`config.mk`:
```
export PLATFORM = sky130hd
export DESIGN_NAME = fsr_fault_regs
export DESIGN_NICKNAME = d
export VERILOG_FILES = /design/src/inc/fsr_pkg.sv /design/src/hw/fsr_fault_regs.sv /design/src/hw/fsr_sync.sv
export SDC_FILE = /design/constraint.sdc
export NUM_CORES = 1
export LEC_CHECK = 0
export BUFFER_PORTS_ARGS = -buffer_cell sky130_fd_sc_hd__buf_2
export CORE_MARGIN = 2
export CORE_UTILIZATION = 45
export CTS_CLUSTER_DIAMETER = 100
export DETAILED_ROUTE_END_ITERATION = 12
export GPL_ROUTABILITY_DRIVEN = 0
export HOLD_SLACK_MARGIN = 0.03
export PLACE_DENSITY = 0.76
export REMOVE_ABC_BUFFERS = 1
export SYNTH_ARGS = -nofsm -noshare
export SYNTH_HDL_FRONTEND = slang
export SYNTH_SLANG_ARGS = --single-unit
```
`constraint.sdc`:
```
create_clock -name sys_clk -period 3.6 [get_ports sys_clk]
set_input_delay 0.72 -clock sys_clk [delete_from_list [all_inputs] [get_ports sys_clk]]
set_output_delay 0.72 -clock sys_clk [all_outputs]
set_load 0.03 [all_outputs]
```
`src/inc/fsr_pkg.sv`:
```
/*
  Constants for the fault status and input readback register bank.
  Assumes a 7-bit register address taken as a word index, as on the serial port.
*/
package fsr_pkg;
  // ----------------------------------------------------------------
  // Register map
  // ----------------------------------------------------------------
  localparam int ADDR_W = 7;
  localparam int DATA_W = 32;
  localparam int FLAG_W = 15;
  localparam logic [6:0] GLOBAL_FAULT_FLAGS_ADDR = 7'h01;
  localparam logic [6:0] INPUT_PIN_READBACK_ADDR = 7'h04;
  localparam logic [14:0] FLAGS_RESET = 15'h0000;
  localparam logic [31:0] RDATA_RESET = 32'h0000_0000;

  // ----------------------------------------------------------------
  // Flag positions
  // ----------------------------------------------------------------
  localparam int PUMP_UV_BIT = 3;
  localparam int SHORTDET_U_BIT = 4;
  localparam int SHORT_GROUND_U_BIT = 5;
  localparam int SHORT_SUPPLY_U_BIT = 6;
  localparam int SHORTDET_V_BIT = 8;
  localparam int SHORT_GROUND_V_BIT = 9;
  localparam int SHORT_SUPPLY_V_BIT = 10;
  localparam int SHORTDET_W_BIT = 12;
  localparam int SHORT_GROUND_W_BIT = 13;
  localparam int SHORT_SUPPLY_W_BIT = 14;
  // Implemented flags; all of them feed the status output
  localparam logic [14:0] FLAG_MASK = 15'h7778;
  // Phase stride between the U, V and W flag groups
  localparam int PHASE_STRIDE = 4;

  // ----------------------------------------------------------------
  // Readback layout and pin synchroniser vector
  // ----------------------------------------------------------------
  localparam int GATE_W = 6;
  localparam int DRV_EN_BIT = 6;
  localparam int SYNC_W = 17;
  localparam int SY_GATES = 0;
  localparam int SY_DRV_EN = 6;
  localparam int SY_UV = 7;
  localparam int SY_TRIP = 8;
  localparam int SY_S2G = 11;
  localparam int SY_S2VS = 14;
  localparam logic [16:0] SYNC_RESET = 17'h00000;
  // Edges after reset before the enable pin history holds real levels
  localparam logic [1:0] EN_WARM_DONE = 2'h3;
endpackage : fsr_pkg

```
`src/hw/fsr_fault_regs.sv`:
```
/*
  Latched protection flags and control input readback for a three phase gate driver.
  Assumes detector outputs and control pins are asynchronous levels; register
  accesses come from the serial interface logic on sys_clk as single-cycle strobes.
  Every pin passes the two flip-flop synchroniser, so a flag sets on the third
  edge after its detector rises, and the readback shows pins two edges late.
  A detector still high when software clears its flag sets it again at once.
  Flags 0 to 2 (reset and temperature) are not kept here and read zero.
*/
// Functional notes
// - Driver kept off during pump undervoltage
// - Undervoltage flag latched, feeds status output
// - Bit 4 set on phase U counter trip
// - Bit 5 U ground short, disables U
// - Bit 6 U supply short, disables U
// - Bit 8 set on phase V counter trip
// - Bit 9 V ground short, disables V
// - Bit 10 V supply short, disables V
// - Bit 12 set on phase W counter trip
// - Bit 13 W ground short, disables W
// - Bit 14 W supply short, disables W
// - Offset 0x04 reads current control pins
// - Gate inputs bits 0-5, enable bit 6
// - Write one clears; enable toggle clears all
// - Bit 3 set on pump undervoltage
module fsr_fault_regs (
  // Clock and reset
  input wire logic sys_clk,
  input wire logic rst_n,
  // Control input pins: UL, UH, VL, VH, WL, WH
  input wire logic phase_u_low_input,
  input wire logic phase_u_high_input,
  input wire logic phase_v_low_input,
  input wire logic phase_v_high_input,
  input wire logic phase_w_low_input,
  input wire logic phase_w_high_input,
  input wire logic drv_en,
  // Protection detector levels, index 0 = U, 1 = V, 2 = W
  input wire logic pump_undervoltage,
  input wire logic [2:0] short_counter_trip,
  input wire logic [2:0] short_ground_detect,
  input wire logic [2:0] short_supply_detect,
  // Register access
  input wire logic [fsr_pkg::ADDR_W-1:0] reg_addr,
  input wire logic reg_wr,
  input wire logic [fsr_pkg::DATA_W-1:0] reg_wdata,
  input wire logic reg_rd,
  output logic [fsr_pkg::DATA_W-1:0] reg_rdata,
  output logic reg_rvalid,
  // Protection outputs
  output logic status_out,
  output logic driver_disable,
  output logic [2:0] phase_disable
);
  // ----------------------------------------------------------------
  // State
  // ----------------------------------------------------------------
  typedef struct packed {
    logic [fsr_pkg::FLAG_W-1:0] flags;
    logic drv_en_prev;
    logic [1:0] warm;
    logic status;
    logic drv_off;
    logic [2:0] ph_off;
    logic [fsr_pkg::DATA_W-1:0] rdata;
    logic rvalid;
  } fsr_state_s;

  fsr_state_s state_q;
  fsr_state_s state_d;
  logic [fsr_pkg::SYNC_W-1:0] pins_sync;
  logic [fsr_pkg::FLAG_W-1:0] flag_set;
  logic [fsr_pkg::FLAG_W-1:0] flag_clr;
  logic [2:0] flag_set_ph [3];
  logic [fsr_pkg::FLAG_W-1:0] flag_set_all;
  logic wr_flags;
  logic rd_flags;
  logic rd_pins;
  logic en_cycled;

  function automatic logic addr_hit(input logic [fsr_pkg::ADDR_W-1:0] a, input logic [fsr_pkg::ADDR_W-1:0] r);
    addr_hit = (a == r);
  endfunction : addr_hit

  // Flag index of a phase's field, given where that field sits for phase U
  function automatic int phase_bit(input int base, input int ph);
    phase_bit = base + fsr_pkg::PHASE_STRIDE * ph;
  endfunction : phase_bit

  // Pin snapshot as software sees it: gates low, enable at its own bit
  function automatic logic [fsr_pkg::DATA_W-1:0] pin_word(input logic [fsr_pkg::SYNC_W-1:0] s);
    pin_word = '0;
    pin_word[fsr_pkg::GATE_W-1:0] = s[fsr_pkg::SY_GATES +: fsr_pkg::GATE_W];
    pin_word[fsr_pkg::DRV_EN_BIT] = s[fsr_pkg::SY_DRV_EN];
  endfunction : pin_word

  // ----------------------------------------------------------------
  // Pin synchronisation
  // ----------------------------------------------------------------
  fsr_sync u_sync (
    .sys_clk(sys_clk),
    .rst_n(rst_n),
    .async_in({short_supply_detect, short_ground_detect, short_counter_trip, pump_undervoltage, drv_en,
               phase_w_high_input, phase_w_low_input, phase_v_high_input, phase_v_low_input,
               phase_u_high_input, phase_u_low_input}),
    .sync_out(pins_sync)
  );

  // ----------------------------------------------------------------
  // Flag set and clear terms
  // ----------------------------------------------------------------
  // Undervoltage is the only flag outside the per-phase groups
  always_comb begin
    flag_set = '0;
    flag_set[fsr_pkg::PUMP_UV_BIT] = pins_sync[fsr_pkg::SY_UV];
  end

  genvar p;
  generate
    for (p = 0; p < 3; p++) begin : g_phase
      // Detector levels re-set the flag while the fault persists
      assign flag_set_ph[p] = {pins_sync[fsr_pkg::SY_S2VS+p], pins_sync[fsr_pkg::SY_S2G+p],
                               pins_sync[fsr_pkg::SY_TRIP+p]};
    end
  endgenerate

  always_comb begin
    flag_set_all = flag_set;
    for (int i = 0; i < 3; i++) begin
      // Groups at bits 4, 8 and 12
      flag_set_all[phase_bit(fsr_pkg::SHORTDET_U_BIT, i) +: 3] = flag_set_ph[i];
    end
  end

  // ----------------------------------------------------------------
  // Address decode
  // ----------------------------------------------------------------
  assign wr_flags = reg_wr && addr_hit(reg_addr, fsr_pkg::GLOBAL_FAULT_FLAGS_ADDR);
  assign rd_flags = reg_rd && addr_hit(reg_addr, fsr_pkg::GLOBAL_FAULT_FLAGS_ADDR);
  assign rd_pins = reg_rd && addr_hit(reg_addr, fsr_pkg::INPUT_PIN_READBACK_ADDR);

  // ----------------------------------------------------------------
  // Enable cycling
  // ----------------------------------------------------------------
  // Synchroniser and previous level both start at zero, so a pin already
  // high would look like an edge; compare only once both hold real levels
  assign en_cycled = (state_q.warm == fsr_pkg::EN_WARM_DONE)
                     && (pins_sync[fsr_pkg::SY_DRV_EN] != state_q.drv_en_prev);

  always_comb begin
    flag_clr = '0;
    if (wr_flags) begin
      flag_clr = reg_wdata[fsr_pkg::FLAG_W-1:0];
    end
    // Either edge of the enable pin counts as a cycle
    if (en_cycled) begin
      flag_clr = '1;
    end
  end

  // ----------------------------------------------------------------
  // Next state
  // ----------------------------------------------------------------
  always_comb begin
    state_d = state_q;
    state_d.drv_en_prev = pins_sync[fsr_pkg::SY_DRV_EN];
    // Counts edges until the enable history holds real pin levels
    if (state_q.warm != fsr_pkg::EN_WARM_DONE) begin
      state_d.warm = state_q.warm + 2'h1;
    end
    // Set beats clear so a fault in the clearing cycle is kept
    state_d.flags = ((state_q.flags & ~flag_clr) | flag_set_all) & fsr_pkg::FLAG_MASK;
    // Built from the next flags so status moves with them
    state_d.status = |(state_d.flags & fsr_pkg::FLAG_MASK);
    // Live condition, not the flag: clearing the flag is not needed to restart
    state_d.drv_off = pins_sync[fsr_pkg::SY_UV];
    for (int i = 0; i < 3; i++) begin
      // Held off until software clears; the controller must also drop the gate input
      state_d.ph_off[i] = state_d.flags[phase_bit(fsr_pkg::SHORT_GROUND_U_BIT, i)]
                        | state_d.flags[phase_bit(fsr_pkg::SHORT_SUPPLY_U_BIT, i)];
    end
    state_d.rvalid = reg_rd;
    // Unmapped reads return zero rather than stale data
    if (reg_rd) begin
      state_d.rdata = '0;
    end
    if (rd_flags) begin
      state_d.rdata[fsr_pkg::FLAG_W-1:0] = state_q.flags;
    end
    if (rd_pins) begin
      state_d.rdata = pin_word(pins_sync);
    end
  end

  // ----------------------------------------------------------------
  // State register
  // ----------------------------------------------------------------
  always_ff @(posedge sys_clk or negedge rst_n) begin
    if (!rst_n) begin
      state_q.flags <= fsr_pkg::FLAGS_RESET;
      state_q.drv_en_prev <= 1'b0;
      state_q.warm <= 2'h0;
      state_q.status <= 1'b0;
      state_q.drv_off <= 1'b0;
      state_q.ph_off <= 3'h0;
      state_q.rdata <= fsr_pkg::RDATA_RESET;
      state_q.rvalid <= 1'b0;
    end else begin
      state_q <= state_d;
    end
  end

  // ----------------------------------------------------------------
  // Outputs
  // ----------------------------------------------------------------
  // Every output is a field of the state register
  assign reg_rdata = state_q.rdata;
  assign reg_rvalid = state_q.rvalid;
  assign status_out = state_q.status;
  assign driver_disable = state_q.drv_off;
  assign phase_disable = state_q.ph_off;
endmodule : fsr_fault_regs

```
`src/hw/fsr_sync.sv`:
```
/*
  Two flip-flop synchroniser for a vector of unrelated levels.
  Assumes each bit is an independent level; no bus coherence is implied.
*/
module fsr_sync (
  // Clock and reset
  input wire logic sys_clk,
  input wire logic rst_n,
  // Levels
  input wire logic [fsr_pkg::SYNC_W-1:0] async_in,
  output logic [fsr_pkg::SYNC_W-1:0] sync_out
);
  typedef struct packed {
    logic [fsr_pkg::SYNC_W-1:0] meta;
    logic [fsr_pkg::SYNC_W-1:0] stable;
  } fsr_sync_s;

  fsr_sync_s state_q;
  fsr_sync_s state_d;

  always_comb begin
    state_d.meta = async_in;
    state_d.stable = state_q.meta;
  end

  always_ff @(posedge sys_clk or negedge rst_n) begin
    if (!rst_n) begin
      state_q.meta <= fsr_pkg::SYNC_RESET;
      state_q.stable <= fsr_pkg::SYNC_RESET;
    end else begin
      state_q <= state_d;
    end
  end

  assign sync_out = state_q.stable;
endmodule : fsr_sync

```
==> flow_metrics.tcl, run 1 <==
set metrics [dict create \
    area.growth.synth_to_final_pct 16.1 \
    worstHoldStart "u_sync.state_d[6]" \
    worst_hold_slack_ps 345 \
    final_util_pct 54.1 \
    tightest_slew_ps 929 \
    die-height_um 76.7 \
    pwr-share-clk_pct 40.8 \
    first_pass_iters 4 \
    dp_hpwl_um 2740 \
    max_freq_mhz 462 \
    ys_ff_latch 66 \
    coreArea_um2 5110 \
    maxSlewViolCount 0 \
    synth.top_cell.area_share_pct 69.4 \
    die_x_um 76.7 \
    status "completed" \
    num_vias 1319 \
    cts_resized 0 \
    postRouteAntennaNets 0 \
    wl_um 3950 \
    setup_viol 0 \
    post-place-ws_ps 1070 \
    power_frac_comb_pct 7.2 \
    boundaryPins 98 \
    io_buffers 56 \
    drive_above_1_share_pct 38.8 \
    start_util_pct 46.6 \
    cp.arrival_ps 2360 \
    max_slew_margin_pct 38.0 \
    period_minus_slack_ps 2170 \
    clk-insertion-delay-late_ps 330 \
    path_class "primary input to register" \
    cts_tree "done" \
    hold_viol 0 \
    dieArea_um2 5890 \
    cp-end-kind "register" \
    track_usage_pct 15.0 \
    yosys_warnings 0 \
    max-cap-violations 0 \
    postSynthAreaPerCell_um2 14.5 \
    postCtsSetupBuffers 0 \
    ctsLongestPathBuffers 2 \
    nNetsFinal 276 \
    h-tree-depth 3 \
    grt_max_degree 35 \
    switchingPower_uw 337 \
    synth_cells 164 \
    skew_ps 5.41 \
    grt_pass1_wl_um 6490 \
    seq_area_frac_synth_pct 69.4 \
    p_int_uw 1180 \
    startpoint_type "primary input" \
    r2r-start "state_q[38]" \
    pwr-share-seq_pct 52.0 \
    overflow 0 \
    startpoint "reg_addr[6]" \
    grt_antenna_before_repair 0 \
    yosysUniqueCellTypes 24 \
    wl_per_cell_um 13.7 \
    hp-class "register to register" \
    finalSetupTns_ps 0 \
    route.detailed.drc 0 \
    rsz0062_at_grt "false" \
    power.leakage_uw 0.00130 \
    crit_fanout 10 \
    grt_pass1_vias 1326 \
    rows 26 \
    fill_cells 442 \
    synthesis.area_um2 2380 \
    cts.sinks 66 \
    layout_setup_ws_ps 1430 \
    clk_pin_slew_ps 60 \
    post-route-period-util_pct 60.1 \
    numCtsBuffers 9 \
    vias_per_cell 4.56 \
    yosys.area.top_type "dfrtp_1" \
    p_per_area_nw_per_um2 548 \
    switching_share_pct 22.2 \
    peakVddDrop_mv 0.326 \
    antenna_cells 0 \
    yosys-top-cells-area "dfrtp_1 69%, buf_4 11%, a22o_1 3.3%, a31o_2 2.9%, nand3_1 2.3%" \
    cts_hold_buf 0 \
    drtIter0Drc 43 \
    required_ps 3800 \
    clockRootBuffer "clkbuf_8" \
]
[worst max-delay path: stages]
cell,delay (ps)
buf_2,120
nor4b_4,610
nand3_1,140
a31o_2,290
nor4_2,340
nand4_1,130
[power by group through the flow]
stage / logic [uW] / registers (uW) / clock network (uW)
2_1_floorplan: 51.5 / 807 / 0
3_3_place_gp: 108 / 801 / 0
3_5_place_dp: 110 / 802 / 0
4_1_cts: 111 / 788 / 640
5_1_grt: 121 / 791 / 678
6_report: 109 / 788 / 618
[metrics by stage]
stage	area, um2	instances	power (uW)
finish	2760	289	1520
global route	2760	289	1590
CTS	2760	289	1540
detailed placement	2560	274	912
global placement	2560	274	909
floorplan	2180	147	859
[kinds of logic after synthesis]
kind of cell / share of synthesized area, %
xor+xnor: 0.736
buf+inv: 12.1
fa+ha+maj: 0.526
simple gates: 7.68
other cells: 0.158
flops: 69.4
mux: 0.473
compound gates: 8.89
[Yosys cell counts]
cell      count
a22oi_1       4
nor3_1        1
a31o_2        8
nor3b_1       1
nand3_1      11
ha_1          1
xnor2_1       1
a22o_1        9
nor4b_4       2
nand2_1       2
xor2_1        1
conb_1        1
dfrtp_1      66
buf_4        35
nor3b_2       1
a31oi_1       2
o21ai_0       4
clkinv_1      1
or2_1         2
inv_1         6
nor2_1        1
nand4_1       1
nor4_2        2
mux2_2        1
[layer usage]
layer | track usage (%) | part of all wire, % | wire length [um]
met5 | 0 | 0 | 0
met4 | 8.18 | 2.2 | 87
met3 | 5.41 | 8.6 | 339
met2 | 22.2 | 45 | 1790
met1 | 19.3 | 44 | 1730
[state kept, by name, summed over array words and instances (netlist names)]
signal and cells:
status_out 1, u_sync.state_d 17, u_sync.sync_out 17, phase_disable 3, state_q 13, reg_rdata 13, reg_rvalid 1, driver_disable 1
[cell type report]
cell class	instances	area (um2)	share of cell area, %
repair buffers	57	288	10.4
clock inverters	2	35.0	1.27
multi-input cells	74	507	18.3
flip-flops and latches	66	1650	59.8
inverters	7	26.3	0.951
clock buffers	13	169	6.11
well taps	70	87.6	3.17
[placed cells by master, fill, tap and decap left out, drive strengths merged]
master and n:
a22oi 4, a31o 8, nor3 1, a22o 9, xnor2 1, clkbuf 13, a31oi 2, xor2 1
inv 6, clkinv 2, nor4 2, or2 2, buf 57, nand4 1, ha 1, nand3 11
bufinv 1, o21ai 4, nor3b 2, dfrtp 66, nor2 1, conb 19, nand2 2, nor4b 2
mux2 1
[path summary, 6_finish.rpt]
check	cells after the start	to	slack, ps
max in group asynchronous	2	state_q[44]	2280
min in group asynchronous	1	reg_rdata[2]	430
setup / recovery	6	status_out	1430
setup reg to reg	5	status_out	1790
hold / removal	0	u_sync.sync_out[6]	340
hold reg to reg	0	u_sync.sync_out[6]	340
(Power assumes the default switching activity.)
==> run 2, diff against run 1 <==
==> constraint.sdc (replaced) <==
create_clock -name sys_clk -period 2 [get_ports sys_clk]
set_input_delay 0.4 -clock sys_clk [delete_from_list [all_inputs] [get_ports sys_clk]]
set_output_delay 0.4 -clock sys_clk [all_outputs]
set_load 0.03 [all_outputs]
==> run 2 against run 1 <==
  * Sequential power grew 80%
  * Critical path depth shrank 1
  * Critical endpoint unchanged
  * Sequential share of layout area decreased by 0.35 points
  * Highest routed layer unchanged
  * Worst setup slack got worse by 1200 ps
==> flow_metrics.tcl, run 2 (same netlist as run 1, synthesis figures left out) <==
set metrics [dict create \
    power.leakage_uw 0.00131 \
    h-tree-depth 3 \
    grt_antenna_before_repair 0 \
    skew_ps 6.12 \
    startpoint_type "register" \
    wl_met2_um 1850 \
    worst_hold_slack_ps 70.8 \
    ctsLongestPathBuffers 2 \
    io_buffers 56 \
    max_freq_mhz 560 \
    cp-end-kind "register" \
    p_per_area_nw_per_um2 925 \
    peakVddDrop_mv 0.481 \
    grt_max_degree 67 \
    vias_per_cell 4.60 \
    cts_tree "done" \
    clk-insertion-delay-late_ps 330 \
    status "completed" \
    post-route-period-util_pct 89.3 \
    final_cell_mix "66 x dfrtp_1, 56 x buf_2, 19 x conb_1, 12 x clkbuf_8, 11 x nand3_1" \
    postCtsSetupBuffers 0 \
    antenna_cells 0 \
    grt_pass1_vias 1306 \
    drtIter0Drc 72 \
    track_usage_pct 15.5 \
    cts_resized 0 \
    routed.top_layer "met4" \
    rsz0062_at_grt "false" \
    nNetsFinal 280 \
    dr_wl_met3_um 322 \
    hp-class "primary input to async pin" \
    start_util_pct 46.6 \
    dieArea_um2 5890 \
    area.growth.synth_to_final_pct 16.8 \
    crit_fanout 10 \
    cp.arrival_ps 1980 \
    setup_viol 0 \
    cts_hold_buf 0 \
    die_x_um 76.7 \
    final_common_cell "dfrtp_1" \
    route.detailed.drc 0 \
    numCtsBuffers 9 \
    cts.sinks 66 \
    rows 26 \
    postRouteAntennaNets 0 \
    maxSlewViolCount 0 \
    period_minus_slack_ps 1790 \
    clockRootBuffer "clkbuf_8" \
    finalSetupTns_ps 0 \
    first_pass_iters 5 \
    overflow 0 \
    coreArea_um2 5110 \
    required_ps 2190 \
    num_vias 1334 \
    wl_um 4010 \
    hold_viol 0 \
    grt_pass1_wl_um 6570 \
    drive_above_1_share_pct 39.5 \
    dp_hpwl_um 2700 \
    clk_pin_slew_ps 60 \
    die-height_um 76.7 \
    wl_met1_um 1780 \
    path_class "register to register" \
    wl_per_cell_um 13.8 \
    boundaryPins 98 \
    max-cap-violations 0 \
]
run 2: changes by cell type in the layout (fill, tap and decap cells not counted), sizes merged:
cell    delta
clkbuf     -1
bufinv     -1
clkinv     -1
buf        +4
run 2: worst max-delay path, cell delays in order (launching register included):
cell and delay [ps]:
dfrtp_1 370, ha_1 210, nand2_1 270, a31o_2 350, nor4_2 300, nand4_1 130
run 2: final cells by class:
class | instances | area, um2
Clock buffer | 12 | 165
Fill cell | 445 | 2330
Inverter | 7 | 26.3
Multi-Input combinational cell | 74 | 507
Sequential cell | 66 | 1650
Tap cell | 70 | 87.6
Timing Repair Buffer | 61 | 343
run 2: metal layers:
metal	vias to the layer above	GRT usage (%)
li1	621	-
met1	638	20.4
met2	69	21.8
met3	6	6.82
met4	0	7.64
met5	-	0
run 2: worst paths after layout:
kind	cells after the start	slack, ps	from	end
max in group asynchronous	2	1650	rst_n	u_sync.sync_out[13]
min in group sys_clk	1	180	short_supply_detect[0]	u_sync.state_d[14]
worst max register to register	5	210	state_q[38]	status_out
worst min-delay path	2	70	rst_n	state_q[38]
worst max-delay path	5	210	state_q[38]	status_out
worst min register to register	0	350	u_sync.state_d[5]	u_sync.sync_out[5]
run 2: metrics by stage:
stage          util [%]  power [uW]  cell area [um2]  instances  setup WS, ps
2_1_floorplan         -        1550             2180        147           281
3_3_place_gp       51.2        1640             2620        278          43.0
3_5_place_dp       51.2        1650             2620        278          23.5
4_1_cts            54.4        2610             2780        290           201
5_1_grt            54.4        2700             2780        290          75.4
6_report           54.4        2570             2780        290           213
run 2: where the power goes:
| group | switching [uW] | leakage (uW) | internal, uW |
|---|---|---|---|
| Clock | 422 | 0.0000863 | 523 |
| Combinational | 142 | 0.000451 | 62.4 |
| Sequential | 23.5 | 0.000775 | 1400 |
| Total | 587 | 0.00131 | 1980 |
